`config.mk`:
```
export PLATFORM = sky130hd
export DESIGN_NAME = fsp_regs
export DESIGN_NICKNAME = d
export VERILOG_FILES = /design/src/logic/fsp_pkg.sv /design/src/logic/fsp_regs.sv
export SDC_FILE = /design/constraint.sdc
export NUM_CORES = 1
export LEC_CHECK = 0
export BUFFER_PORTS_ARGS = -buffer_cell sky130_fd_sc_hd__clkbuf_2
export CELL_PAD_IN_SITES_DETAIL_PLACEMENT = 0
export CELL_PAD_IN_SITES_GLOBAL_PLACEMENT = 2
export CORE_MARGIN = 1.5
export CORE_UTILIZATION = 27
export DETAILED_ROUTE_END_ITERATION = 10
export PLACE_DENSITY_LB_ADDON = 0.1
export SLEW_MARGIN = 10
export SYNTH_ARGS = -nofsm -noshare
export SYNTH_HDL_FRONTEND = slang
export SYNTH_SLANG_ARGS = --single-unit
```
`constraint.sdc`:
```
create_clock -name core_clk -period 5.6 [get_ports core_clk]
set_input_delay 0.56 -clock core_clk [delete_from_list [all_inputs] [get_ports core_clk]]
set_output_delay 0.56 -clock core_clk [all_outputs]
set_load 0.01 [all_outputs]
```
`src/logic/fsp_pkg.sv`:
```
// Purpose: shared constants and types of the flash status and protection block
// Assumes: 24-bit byte addresses, 4 KB sectors, 16 MB array
// Notes:   command codes are the serial opcodes seen by the decoder
package fsp_pkg;

   // ****************************************
   // command opcodes
   // ****************************************
   localparam logic [7:0] CMD_WRITE_UNLOCK = 8'h06;
   localparam logic [7:0] CMD_WRITE_LOCK   = 8'h04;
   localparam logic [7:0] CMD_STATUS_WRITE = 8'h01;
   localparam logic [7:0] CMD_PAGE_WRITE   = 8'h02;
   localparam logic [7:0] CMD_QUAD_PAGE    = 8'h32;
   localparam logic [7:0] CMD_FOUR_K_WIPE  = 8'h20;
   localparam logic [7:0] CMD_WIPE_32K     = 8'h52;
   localparam logic [7:0] CMD_WIPE_64K     = 8'hD8;
   localparam logic [7:0] CMD_ARRAY_WIPE_A = 8'h60;
   localparam logic [7:0] CMD_ARRAY_WIPE_B = 8'hC7;
   localparam logic [7:0] CMD_SUSPEND      = 8'h75;
   localparam logic [7:0] CMD_RESUME       = 8'h7A;
   localparam logic [7:0] CMD_RESET_ARM    = 8'h66;
   localparam logic [7:0] CMD_RESET_GO     = 8'h99;

   // ****************************************
   // status bit positions (low byte 0..7, high byte 8..15)
   // ****************************************
   localparam int BIT_BUSY       = 0;
   localparam int BIT_LATCH      = 1;
   localparam int BIT_PSEL_LO    = 2;
   localparam int BIT_LOCK_LOW   = 7;
   localparam int BIT_LOCK_HIGH  = 8;
   localparam int BIT_QUAD       = 9;
   localparam int BIT_PROG_HELD  = 10;
   localparam int BIT_SECREG_LO  = 11;
   localparam int BIT_COMPLEMENT = 14;
   localparam int BIT_ERASE_HELD = 15;

   // ****************************************
   // reset values and array geometry
   // ****************************************
   localparam logic [4:0]  PSEL_RESET   = 5'h00;
   localparam logic        CMP_RESET    = 1'b0;
   localparam logic [2:0]  LB_RESET     = 3'h0;
   localparam logic [12:0] SECTORS      = 13'h1000;
   localparam logic [12:0] LAST_SECTOR  = 13'h0FFF;
   localparam logic [12:0] FRAC_BASE    = 13'h0040;

   typedef enum logic [2:0] {
      FSP_IDLE = 3'b001,
      FSP_RUN  = 3'b010,
      FSP_HELD = 3'b100
   } fsp_mode_e;

   typedef enum logic [1:0] {
      FSP_OP_STATUS = 2'h0,
      FSP_OP_PROG   = 2'h1,
      FSP_OP_ERASE  = 2'h2
   } fsp_op_e;

   typedef struct packed {
      logic        en;
      logic [12:0] lo;
      logic [12:0] hi;
   } fsp_range_s;

   typedef struct packed {
      fsp_mode_e   mode;
      fsp_op_e     kind;
      logic        loaded;
      logic        latch;
      logic [4:0]  psel;
      logic        lock_lo;
      logic        lock_hi;
      logic        cmp;
      logic [2:0]  lb;
      logic        erase_held;
      logic        prog_held;
      logic        rst_armed;
      logic        go;
      logic        refused;
      logic        abort;
      logic        save;
   } fsp_state_s;

endpackage

```
`src/logic/fsp_regs.sv`:
```
// Purpose: status register pair and array write protection of a serial NOR flash
// Assumes: a command decoder on core_clk presents one finished command per cmd_valid pulse
// Notes:   power cycle is rstn; non-volatile bits come from nv_image after release
//
// Summary of operation
// - busy_flag is 1 while program, erase or status write runs, else 0.
// - with write_latch 0, status write, program and erase are refused.
// - protect_sel is non-volatile, changed only by status write, sizes protected area.
// - program and sector or block erase into the protected area are not executed.
// - whole array erase only with low protect_sel 000 and cmp 0, or 111 and 1.
// - with cmp 1 the fractional codes protect the complement of the plain area.
// - cmp 1, upper bits 10: all protected except top 4, 8, 16, 32 KB.
// - cmp 1, upper bits 11: all protected except bottom 4, 8, 16, 32 KB.
// - complement_flag is a non-volatile bit at status bit 14, default 0.
// - status bytes keep the documented bit order for every field.
// - lock_mode 00 lets a status write through when write_latch is 1 and no operation runs or is held.
// - lock_mode 11 refuses every status write forever.
// - quad_on reads 1 always, writes ignored, upper data pins stay enabled.
// - secreg_lock bits default 0, set one by one, never clear again.
// - suspend sets erase_held or program_held for the suspended kind; both read-only.
// - resume, software reset pair and power cycle clear both held flags.
// - write_latch clears on power up, reset, lock, status write, program, erase.
// - with cmp 0 the fractional codes protect the plain area directly.
// - status write, program, erase, unlock and lock ending off a byte boundary are rejected and not executed.
`timescale 1ns/1ps
module fsp_regs #(
   parameter int ADDR_W = 24
) (
   input  wire logic        core_clk,
   input  wire logic        rstn,
   input  wire logic        cmd_valid,
   input  wire logic [7:0]  cmd_code,
   input  wire logic [23:0] cmd_addr,
   input  wire logic        cmd_aligned,
   input  wire logic [7:0]  cmd_data_low,
   input  wire logic [7:0]  cmd_data_high,
   input  wire logic        cmd_two_bytes,
   input  wire logic        op_done,
   input  wire logic [15:0] nv_image,
   output logic [7:0]       status_word_low,
   output logic [7:0]       status_word_high,
   output logic             op_go,
   output logic [1:0]       op_kind,
   output logic             op_refused,
   output logic             op_abort,
   output logic             array_hold,
   output logic [2:0]       secreg_read_only,
   output logic             upper_pins_en,
   output logic             nv_save,
   output logic [15:0]      nv_value
);

   // ****************************************
   // elaboration check
   // ****************************************
   if (ADDR_W != 24)
   begin : g_bad_addr
      $error("fsp_regs serves 24-bit addressing only");
   end

   fsp_pkg::fsp_state_s  cur;
   fsp_pkg::fsp_state_s  next_cur;
   fsp_pkg::fsp_range_s  plain;
   fsp_pkg::fsp_range_s  prot;
   logic [12:0]          frac;
   logic [12:0]          span_lo;
   logic [12:0]          span_hi;
   logic                 overlap;
   logic                 is_prog;
   logic                 is_erase;
   logic                 is_array;
   logic                 is_status;
   logic                 needs_align;
   logic                 array_ok;
   logic                 lock_free;

   // ****************************************
   // protected range decode
   // ****************************************
   always_comb
   begin
      // plain area, as with complement off
      if (!cur.psel[4])
      begin
         frac = fsp_pkg::FRAC_BASE << (cur.psel[2:0] - 3'h1);
      end
      else
      begin
         case (cur.psel[2:0])
            3'h1:    frac = 13'h0001;
            3'h2:    frac = 13'h0002;
            3'h3:    frac = 13'h0004;
            default: frac = 13'h0008;
         endcase
      end
      plain.en = (cur.psel[2:0] != 3'h0);
      if (cur.psel[2:0] == 3'h7)
      begin
         plain.lo = 13'h0000;
         plain.hi = fsp_pkg::LAST_SECTOR;
      end
      else if (!cur.psel[3])
      begin
         plain.lo = fsp_pkg::SECTORS - frac;
         plain.hi = fsp_pkg::LAST_SECTOR;
      end
      else
      begin
         plain.lo = 13'h0000;
         plain.hi = frac - 13'h0001;
      end
      // complement swaps protected and free parts
      prot = plain;
      if (cur.cmp)
      begin
         if (!plain.en)
         begin
            prot.en = 1'b1;
            prot.lo = 13'h0000;
            prot.hi = fsp_pkg::LAST_SECTOR;
         end
         else if (plain.lo == 13'h0000 && plain.hi == fsp_pkg::LAST_SECTOR)
         begin
            prot.en = 1'b0;
         end
         else if (plain.hi == fsp_pkg::LAST_SECTOR)
         begin
            prot.lo = 13'h0000;
            prot.hi = plain.lo - 13'h0001;
         end
         else
         begin
            prot.lo = plain.hi + 13'h0001;
            prot.hi = fsp_pkg::LAST_SECTOR;
         end
      end
   end

   // ****************************************
   // command classification
   // ****************************************
   always_comb
   begin
      is_status = (cmd_code == fsp_pkg::CMD_STATUS_WRITE);
      is_prog   = (cmd_code == fsp_pkg::CMD_PAGE_WRITE) || (cmd_code == fsp_pkg::CMD_QUAD_PAGE);
      is_array  = (cmd_code == fsp_pkg::CMD_ARRAY_WIPE_A) || (cmd_code == fsp_pkg::CMD_ARRAY_WIPE_B);
      is_erase  = (cmd_code == fsp_pkg::CMD_FOUR_K_WIPE) || (cmd_code == fsp_pkg::CMD_WIPE_32K)
                  || (cmd_code == fsp_pkg::CMD_WIPE_64K) || is_array;
      needs_align = is_status || is_prog || is_erase
                    || (cmd_code == fsp_pkg::CMD_WRITE_UNLOCK) || (cmd_code == fsp_pkg::CMD_WRITE_LOCK);
      // sectors touched by the addressed unit
      span_lo = {1'b0, cmd_addr[23:12]};
      span_hi = {1'b0, cmd_addr[23:12]};
      if (cmd_code == fsp_pkg::CMD_WIPE_32K)
      begin
         span_lo = {1'b0, cmd_addr[23:15], 3'h0};
         span_hi = {1'b0, cmd_addr[23:15], 3'h7};
      end
      else if (cmd_code == fsp_pkg::CMD_WIPE_64K)
      begin
         span_lo = {1'b0, cmd_addr[23:16], 4'h0};
         span_hi = {1'b0, cmd_addr[23:16], 4'hF};
      end
      overlap   = prot.en && (span_lo <= prot.hi) && (span_hi >= prot.lo);
      array_ok  = (cur.psel[2:0] == 3'h0 && !cur.cmp) || (cur.psel[2:0] == 3'h7 && cur.cmp);
      lock_free = !cur.lock_hi;
   end

   // ****************************************
   // next state
   // ****************************************
   always_comb
   begin
      next_cur         = cur;
      next_cur.go      = 1'b0;
      next_cur.refused = 1'b0;
      next_cur.abort   = 1'b0;
      next_cur.save    = 1'b0;
      if (!cur.loaded)
      begin
         // non-volatile image is caught after release; power-down lock falls back
         next_cur.loaded  = 1'b1;
         next_cur.psel    = nv_image[fsp_pkg::BIT_PSEL_LO +: 5];
         next_cur.cmp     = nv_image[fsp_pkg::BIT_COMPLEMENT];
         next_cur.lb      = nv_image[fsp_pkg::BIT_SECREG_LO +: 3];
         next_cur.lock_hi = nv_image[fsp_pkg::BIT_LOCK_HIGH] & nv_image[fsp_pkg::BIT_LOCK_LOW];
         next_cur.lock_lo = nv_image[fsp_pkg::BIT_LOCK_HIGH] & nv_image[fsp_pkg::BIT_LOCK_LOW];
      end
      else
      begin
         if (cur.mode == fsp_pkg::FSP_RUN && op_done)
         begin
            next_cur.mode = fsp_pkg::FSP_IDLE;
         end
         if (cmd_valid)
         begin
            next_cur.rst_armed = (cmd_code == fsp_pkg::CMD_RESET_ARM);
            if (needs_align && !cmd_aligned)
            begin
               next_cur.refused = 1'b1;
            end
            else if (cmd_code == fsp_pkg::CMD_RESET_GO && cur.rst_armed)
            begin
               next_cur.mode       = fsp_pkg::FSP_IDLE;
               next_cur.latch      = 1'b0;
               next_cur.erase_held = 1'b0;
               next_cur.prog_held  = 1'b0;
               next_cur.abort      = 1'b1;
            end
            else if (cmd_code == fsp_pkg::CMD_WRITE_UNLOCK)
            begin
               next_cur.latch = 1'b1;
            end
            else if (cmd_code == fsp_pkg::CMD_WRITE_LOCK)
            begin
               next_cur.latch = 1'b0;
            end
            else if (cmd_code == fsp_pkg::CMD_SUSPEND)
            begin
               if (cur.mode == fsp_pkg::FSP_RUN && !op_done && cur.kind != fsp_pkg::FSP_OP_STATUS)
               begin
                  next_cur.mode       = fsp_pkg::FSP_HELD;
                  next_cur.erase_held = (cur.kind == fsp_pkg::FSP_OP_ERASE);
                  next_cur.prog_held  = (cur.kind == fsp_pkg::FSP_OP_PROG);
               end
            end
            else if (cmd_code == fsp_pkg::CMD_RESUME)
            begin
               if (cur.mode == fsp_pkg::FSP_HELD)
               begin
                  next_cur.mode       = fsp_pkg::FSP_RUN;
                  next_cur.erase_held = 1'b0;
                  next_cur.prog_held  = 1'b0;
               end
            end
            else if (is_status || is_prog || is_erase)
            begin
               // any aligned write-class command spends the latch, taken or not
               next_cur.latch = 1'b0;
               if (!cur.latch || cur.mode != fsp_pkg::FSP_IDLE)
               begin
                  next_cur.refused = 1'b1;
               end
               else if (is_status && !lock_free)
               begin
                  next_cur.refused = 1'b1;
               end
               else if ((is_array && !array_ok) || (!is_array && !is_status && overlap))
               begin
                  next_cur.refused = 1'b1;
               end
               else
               begin
                  next_cur.go   = 1'b1;
                  next_cur.mode = fsp_pkg::FSP_RUN;
                  next_cur.kind = is_status ? fsp_pkg::FSP_OP_STATUS
                                : is_prog ? fsp_pkg::FSP_OP_PROG : fsp_pkg::FSP_OP_ERASE;
                  if (is_status)
                  begin
                     // busy, latch, held flags and quad are not taken from the data
                     next_cur.save    = 1'b1;
                     next_cur.psel    = cmd_data_low[fsp_pkg::BIT_PSEL_LO +: 5];
                     next_cur.lock_lo = cmd_data_low[fsp_pkg::BIT_LOCK_LOW];
                     if (cmd_two_bytes)
                     begin
                        next_cur.lock_hi = cmd_data_high[fsp_pkg::BIT_LOCK_HIGH - 8];
                        next_cur.cmp     = cmd_data_high[fsp_pkg::BIT_COMPLEMENT - 8];
                        next_cur.lb      = cur.lb | cmd_data_high[fsp_pkg::BIT_SECREG_LO - 8 +: 3];
                     end
                  end
               end
            end
         end
      end
   end

   // ****************************************
   // state register
   // ****************************************
   always_ff @(posedge core_clk or negedge rstn)
   begin
      if (!rstn)
      begin
         cur            <= '0;
         cur.mode       <= fsp_pkg::FSP_IDLE;
         cur.kind       <= fsp_pkg::FSP_OP_STATUS;
         cur.psel       <= fsp_pkg::PSEL_RESET;
         cur.cmp        <= fsp_pkg::CMP_RESET;
         cur.lb         <= fsp_pkg::LB_RESET;
      end
      else
      begin
         cur <= next_cur;
      end
   end

   // ****************************************
   // outputs
   // ****************************************
   always_comb
   begin
      status_word_low  = {cur.lock_lo, cur.psel, cur.latch, cur.mode == fsp_pkg::FSP_RUN};
      status_word_high = {cur.erase_held, cur.cmp, cur.lb, cur.prog_held, 1'b1, cur.lock_hi};
   end

   assign op_go            = cur.go;
   assign op_kind          = cur.kind;
   assign op_refused       = cur.refused;
   assign op_abort         = cur.abort;
   assign array_hold       = (cur.mode == fsp_pkg::FSP_HELD);
   assign secreg_read_only = cur.lb;
   assign upper_pins_en    = status_word_high[fsp_pkg::BIT_QUAD - 8];
   assign nv_save          = cur.save;
   assign nv_value         = {status_word_high, status_word_low};

   // ****************************************
   // checks
   // ****************************************
   latch_gate_a: assert property (@(posedge core_clk) disable iff (!rstn)
      cmd_valid && (is_status || is_prog || is_erase) && !cur.latch && cur.loaded |=> !op_go)
      else $error("write-class command ran without latch");
   latch_spent_a: assert property (@(posedge core_clk) disable iff (!rstn)
      cmd_valid && cmd_aligned && (is_status || is_prog || is_erase) && cur.loaded |=> !status_word_low[1])
      else $error("latch survived a write-class command");
   busy_track_a: assert property (@(posedge core_clk) disable iff (!rstn)
      op_go |-> status_word_low[0] && $past(!status_word_low[0]))
      else $error("busy not raised with a started operation");
   lock_hold_a: assert property (@(posedge core_clk) disable iff (!rstn)
      cur.lock_hi && cur.lock_lo && cur.loaded |=> cur.lock_hi && $stable(status_word_low[6:2]))
      else $error("locked status register changed");
   quad_fixed_a: assert property (@(posedge core_clk) disable iff (!rstn)
      status_word_high[1] && upper_pins_en)
      else $error("quad bit dropped");
   secreg_sticky_a: assert property (@(posedge core_clk) disable iff (!rstn)
      cur.loaded |=> (cur.lb & $past(cur.lb)) == $past(cur.lb))
      else $error("security lock bit cleared");
   resume_clear_a: assert property (@(posedge core_clk) disable iff (!rstn)
      cmd_valid && cmd_code == fsp_pkg::CMD_RESUME && array_hold && cur.loaded
      |=> !status_word_high[7] && !status_word_high[2] && status_word_low[0])
      else $error("resume left a held flag");
   array_gate_a: assert property (@(posedge core_clk) disable iff (!rstn)
      cmd_valid && cmd_aligned && is_array && !array_ok && cur.loaded |=> !op_go ##1 !op_go)
      else $error("array erase ran while protected");
   prot_block_a: assert property (@(posedge core_clk) disable iff (!rstn)
      cmd_valid && (is_prog || (is_erase && !is_array)) && overlap && cur.loaded |=> !op_go)
      else $error("write into protected area started");
   align_reject_a: assert property (@(posedge core_clk) disable iff (!rstn)
      cmd_valid && needs_align && !cmd_aligned && cur.loaded |=> op_refused && !op_go)
      else $error("unaligned command not rejected");

endmodule // fsp_regs

```
* Word-level counts from Yosys, hierarchy flattened *
Index checks and enable logic that the tools add are counted.

storage, ports and cells
  flip-flop bits (word level) = 25
  bits in latches = 0
  memory bits (writable) = 0
  ROM bits = 0
  bits of input ports = 70
  output and inout bits = 43
  word-level logic and storage cells = 204
  memories kept = 0

cells by class
  add/subtract/negate cells = 5
  multiply operators = 0
  div/mod/pow operators = 0
  $lt $le $gt $ge = 2
  eq/ne operators = 42
  shifts and indexed selects = 1
  muxes and demuxes = 81
  bitwise operators = 11
  reduce and logical (&&, ||, !) cells = 46

operators with widths
  operator                                                               count
  26-bit two-way mux                                                     4
  11-bit two-way mux                                                     6
  27-bit two-way mux                                                     2
  13-bit two-way mux                                                     4
  5-bit two-way mux                                                      9
  8-bit by 7-bit == test with 1-bit output (second input constant)       5
  12-bit two-way mux                                                     3
  2-bit two-way mux                                                      17
  13-bit by 1-bit subtractor with 13-bit output (second input constant)  2
  8-bit == test (second input constant)                                  3
  12-bit AND reduction                                                   2
  1-bit two-way mux                                                      23
  2-bit inequality test (second input constant)                          11
  4-bit two-way mux                                                      5
  18-bit two-way mux                                                     1
  3-bit two-way mux                                                      6
  8-bit by 3-bit == test with 1-bit output (second input constant)       2
  8-bit by 6-bit == test with 1-bit output (second input constant)       2
  1-bit logical AND                                                      14
  13-bit by 1-bit adder with 13-bit output (second input constant)       1
  13-bit by 12-bit == test with 1-bit output (second input constant)     1
  12-bit by 13-bit greater-or-equal comparator with 1-bit output         1
  12-bit by 13-bit less-or-equal comparator with 1-bit output            1
  13-bit zero test                                                       1
  28 further kinds                                                       62

* Depth between registers and ports, before layout *
  depth after elaboration = 28
  mapped depth = 22
  gate-level depth less buffers = 20

* Least setup slack after synthesis *
Ideal clock, no wire load.

  kind = register to register
  start = register cur, in the netlist nv_value[6]
  end = register cur, in the netlist op_kind[1]
  setup time = 0.125 ns
  data arrival time = 4.793 ns
  data required time = 5.475 ns
  slack = 0.682 ns
  cell stages (with the launch flop) = 21
  buffers on the path = 2
  clock period less this slack = 4.918 ns
  cell sequence = dfrtp_1 clkbuf_1 inv_1 nor4b_2 inv_1 ha_1 clkbuf_1 or4_1 o2111a_1 a41o_1 and2_1 a32o_1 a21oi_1 ha_1 and4_1 a2111oi_0 o32ai_1 o32ai_1 or3_1 nor3b_2 mux2_2

between the ends
  longest elaborated chain between the ends = 16
  elaborated cells between the ends (all ways) = 23
  those cells by class = 4 x add/sub; 2 x order compare; 1 x eq/ne; 8 x mux; 1 x bitwise; 7 x reduce/logical

ends and longest elaborated chain
  item                                                                                RTL line                          RTL
  start, declared                                                                     fsp_regs.sv:61                    fsp_pkg::fsp_state_s cur;
  start signal, assigned                                                              fsp_regs.sv:293                   cur <= next_cur;
  13-bit two-way mux *                                                                fsp_regs.sv:83                    if (!cur.psel[4])
  13-bit subtractor or 13-bit by 1-bit subtractor with 13-bit output (tied branches)  fsp_regs.sv:104, fsp_regs.sv:110
  26-bit two-way mux *                                                                fsp_regs.sv:102                   else if (!cur.psel[3])
  26-bit two-way mux *                                                                fsp_regs.sv:97                    if (cur.psel[2:0] == 3'h7)
  13-bit by 1-bit subtractor with 13-bit output (tied with other cells)               fsp_regs.sv:129                   prot.hi = plain.lo - 13'h0001;
  26-bit two-way mux or 1-bit logical AND (tied branches)                             fsp_regs.sv:126, fsp_regs.sv:122
  26-bit two-way mux                                                                  fsp_regs.sv:122                   else if (plain.lo == 13'h0000 && plain.hi == fsp_pkg::LAST_SECTOR)
  27-bit two-way mux                                                                  fsp_regs.sv:116                   if (!plain.en)
  27-bit two-way mux *                                                                fsp_regs.sv:114                   if (cur.cmp)
  12-bit by 13-bit less-or-equal comparator with 1-bit output                         fsp_regs.sv:164                   overlap = prot.en && (span_lo <= prot.hi) && (span_hi >= prot.lo);
  1-bit logical AND                                                                   fsp_regs.sv:164
  1-bit logical AND *                                                                 fsp_regs.sv:164
  1-bit logical AND *                                                                 fsp_regs.sv:248                   else if ((is_array && !array_ok) || (!is_array && !is_status && overlap))
  1-bit logical OR *                                                                  fsp_regs.sv:248
  1-bit inverter (no line) *                                                          n/a
  12-bit AND reduction (no line) *                                                    n/a

Mark *: on every way between the ends. The rest lies on a longest branch, timed or not.
A chain may end at the register's enable or synchronous reset.

* Worst setup path after layout *
  start = register cur, in the netlist nv_value[3]
  end = register cur, in the netlist op_kind[1]

between the ends
  longest elaborated chain between the ends = 18
  elaborated cells between the ends (all ways) = 37
  those cells by class = 5 x add/sub; 2 x order compare; 5 x eq/ne; 1 x shift; 9 x mux; 1 x bitwise; 14 x reduce/logical

ends and longest elaborated chain
  item                                                                                                RTL line                          RTL
  3-bit by 1-bit subtractor with 3-bit output (tied with other cells)                                 fsp_regs.sv:85                    frac = fsp_pkg::FRAC_BASE << (cur.psel[2:0] - 3'h1);
  7-bit by 3-bit left shift with 13-bit output or 4-bit case mux with 3 select lines (tied branches)  fsp_regs.sv:85, fsp_regs.sv:89
  13-bit two-way mux                                                                                  fsp_regs.sv:83
  13-bit subtractor or 13-bit by 1-bit subtractor with 13-bit output (tied branches)                  fsp_regs.sv:104, fsp_regs.sv:110
  26-bit two-way mux                                                                                  fsp_regs.sv:102
  26-bit two-way mux                                                                                  fsp_regs.sv:97
  13-bit by 1-bit subtractor with 13-bit output (tied with other cells)                               fsp_regs.sv:129
  26-bit two-way mux or 1-bit logical AND (tied branches)                                             fsp_regs.sv:126, fsp_regs.sv:122
  26-bit two-way mux                                                                                  fsp_regs.sv:122
  27-bit two-way mux                                                                                  fsp_regs.sv:116
  27-bit two-way mux                                                                                  fsp_regs.sv:114
  12-bit by 13-bit less-or-equal comparator with 1-bit output                                         fsp_regs.sv:164
  1-bit logical AND (2 in series)                                                                     fsp_regs.sv:164
  1-bit logical AND                                                                                   fsp_regs.sv:248
  1-bit logical OR *                                                                                  fsp_regs.sv:248
  1-bit inverter (no line) *                                                                          n/a
  12-bit AND reduction (no line) *                                                                    n/a

Marks and branches as above.

==> run summary <==
status -> finished clean
largest net degree at the start of global routing -> 26
Mean Syn Cell Area -> 7.44 µm²
Worst-Margin Slew -> 0.745 ns
max-cap violations -> 0
nets -> 626
sequential cell area -> 627 µm²
CTS tree -> done
layout cell share with drive strength beyond 1 -> 0.239
Mapped Area -> 3590 µm²
IO Pins -> 113
final count of pins violating max slew -> 0
Detailed Routing Iterations Pass 1 -> 4
n_diodes -> 0
clock skew -> 0.00210 ns
Max Clk Rate -> 198 MHz
vias in the first global route -> 3538
DRC -> 0
asr flop ratio synth -> 1.00
Max VDD drop -> 97.4 µV
number of flops mapped to enable cells by yosys -> 0
CTS sink cnt -> 25
unrepaired setup endpoints after global routing -> no
Setup Crit Path Kind -> reg -> reg
FF-to-FF setup slack -> 0.55 ns
gr ovfl total -> 0
Vias/cell -> 5.31
starting utilization of the core area -> 0.281
final setup TNS -> 0 ns
Post-Route WL -> 12200 µm
area taken by multi-input logic gates -> 2530 µm²
Synth Register Bits -> 25
Worst setup SP type -> register
CP required -> 5.75 ns
synthesis warning total -> 0
num rows -> 41
clk buf depth -> 2
Die X -> 118 µm
routability cong. -> 0.846
worst setup margin -> 0.548 ns
Post-CTS Hold Buffers -> 0
sequential fraction of the synthesis area -> 0.175
Syn Inst Count -> 482
initial antenna violation count -> 0
post-CTS setup buffer count -> 0
clock period minus worst slack -> 5.05 ns
total core area -> 12800 µm²
fill cell count -> 1419
worst skew pair latency -> 0.26 ns
Netlist cell types -> 79
LEAKAGE -> 1.84 nW
Num CTS Buffers -> 3
final worst-path cycle share -> 0.902
Slew headroom -> 0.504
die span in y -> 118 µm
Min-Delay Path Class -> in -> async
H-tree depth -> 1
Final setup violation count -> 0
hpwl dp -> 9840 µm
first-pass GRT wire length -> 19700 µm
Routed Antenna Nets -> 0
dpl ws -> 0.525 ns
root buffer cell -> clkbuf_16
Avg WL per Cell -> 17.4 µm
DRT iter0 DRCs -> 208
number of port buffers -> 87
top_reg_cell synth -> dfrtp_1
GRT Total Usage -> 0.172
Worst Path Max Fanout -> 10
Die Area -> 14000 µm²
clock-pin slew on the worst setup and hold paths -> 0.07 ns
Layout Area Growth over Synthesis -> 13.5%
vias after detailed routing -> 3718
P per Cell Area -> 188 nW/µm²
Hold Violations, Final -> 0
Worst Setup End Kind -> register
cts repair resizes -> 0
CP arrival -> 5.20 ns
==> sequential cells by signal (all words and copies together) (netlist names) <==
signal	cells
op_abort	1
op_go	1
cur	5
op_refused	1
nv_value	11
secreg_read_only	3
op_kind	2
nv_save	1
==> layer usage <==
layer,track usage,vias to the layer above,share of wire
met5,0,-,0
met4,0.0130,0,0.0043
met3,0.0174,4,0.041
met2,0.270,95,0.44
met1,0.262,1759,0.51
li1,-,1860,-
==> power by group <==
part | switching (mW) | internal [mW]
logic | 0.236 | 0.158
registers | 0.0179 | 0.191
clock network | 0.0668 | 0.0970
total | 0.321 | 0.446
==> final cells by class <==
cell class	count	share of cell area
repair buffers	104	0.138
flip-flops and latches	25	0.154
clock inverters	1	0.00184
inverters	14	0.0129
well taps	172	0.0529
multi-input cells	381	0.622
clock buffers	3	0.0184
==> cells by family after synthesis <==
kind of cell	synth area share
muxes	0.0317
other	0.00105
adders and majority gates	0.0969
AOI/OAI and AO/OA	0.272
xor gates and xnor gates	0.00488
buffers and inverters	0.123
DFF	0.175
and+or+nand+nor	0.296
==> final timing paths <==
check | cells after the start | start | endpoint
worst min register to register | 2 | cur[4]$_DFFE_PN0P_ | cur[4]$_DFFE_PN0P_
worst max-delay path | 17 | nv_value[3]$_DFFE_PN0P_ | op_kind[1]$_DFFE_PN0P_
max in group asynchronous | 1 | rstn | cur[4]$_DFFE_PN0P_
worst min-delay path | 1 | rstn | secreg_read_only[2]$_DFFE_PN0P_
min in group core_clk | 2 | cur[4]$_DFFE_PN0P_ | cur[4]$_DFFE_PN0P_
worst max register to register | 17 | nv_value[3]$_DFFE_PN0P_ | op_kind[1]$_DFFE_PN0P_
==> synth_stat cells, drive strengths merged, types with 3 or more instances <==
cell type / n / share of area
buf: 46 / 0.089
nand2: 45 / 0.047
nor2: 36 / 0.038
o21ai: 31 / 0.043
a21oi: 30 / 0.042
ha: 27 / 0.094
dfrtp: 24 / 0.17
clkbuf: 19 / 0.020
nand3: 19 / 0.026
inv: 14 / 0.015
nor3: 13 / 0.018
nand4: 12 / 0.021
a31oi: 10 / 0.017
nor2b: 9 / 0.016
mux2i: 8 / 0.022
a22o: 7 / 0.017
and3: 7 / 0.012
nor4: 7 / 0.014
or3: 7 / 0.012
a21o: 6 / 0.013
and2: 6 / 0.010
nand2b: 6 / 0.010
o32ai: 6 / 0.015
o211ai: 5 / 0.012
or2: 5 / 0.0087
a211o: 4 / 0.012
nor3b: 4 / 0.0098
nor4b: 4 / 0.012
o21a: 4 / 0.0084
o22ai: 4 / 0.0070
o31ai: 4 / 0.012
a22oi: 3 / 0.0063
and4b: 3 / 0.0084
mux2: 3 / 0.0094
or4: 3 / 0.0063
==> metrics by stage <==
step                      total power [mW]  instances  area, µm²  utilization  hold WS [ns]
after floorplan                      0.488        485       3600            -         0.264
after global placement               0.607        696       3990        0.312         0.468
after detailed placement             0.606        696       3990        0.312         0.468
after CTS                            0.775        700       4070        0.319         0.354
after global routing                 0.829        700       4070        0.319         0.388
final                                0.767        700       4070        0.319         0.334
==> worst max-delay path, cell delays in order, from the launching register on <==
cell       delay [ns]
dfrtp_1          0.49
nor4b_2          0.33
inv_1            0.08
ha_1             0.27
or4_1            0.42
o2111a_1         0.24
a41o_1           0.32
and2_1           0.21
a32o_1           0.21
a21oi_1          0.12
ha_1             0.25
and4_1           0.18
a2111oi_0        0.30
o32ai_1          0.21
o32ai_1          0.25
or3_1            0.22
nor3b_2          0.44
mux2_2           0.39
==> layout by cell type (no fill, tap or decap), types with 8 or more instances in the layout <==
master	netlist	layout
a21oi_1	30	30
a31oi_1	10	10
buf_4	37	17
clkbuf_2	0	87
dfrtp_1	24	24
ha_1	27	27
inv_1	14	14
mux2i_1	8	8
nand2_1	45	45
nand3_1	19	19
nand4_1	12	12
nor2_1	36	36
nor2b_1	9	9
nor3_1	13	13
o21ai_0	28	28
No activity file was read; power rests on OpenSTA's default activity.
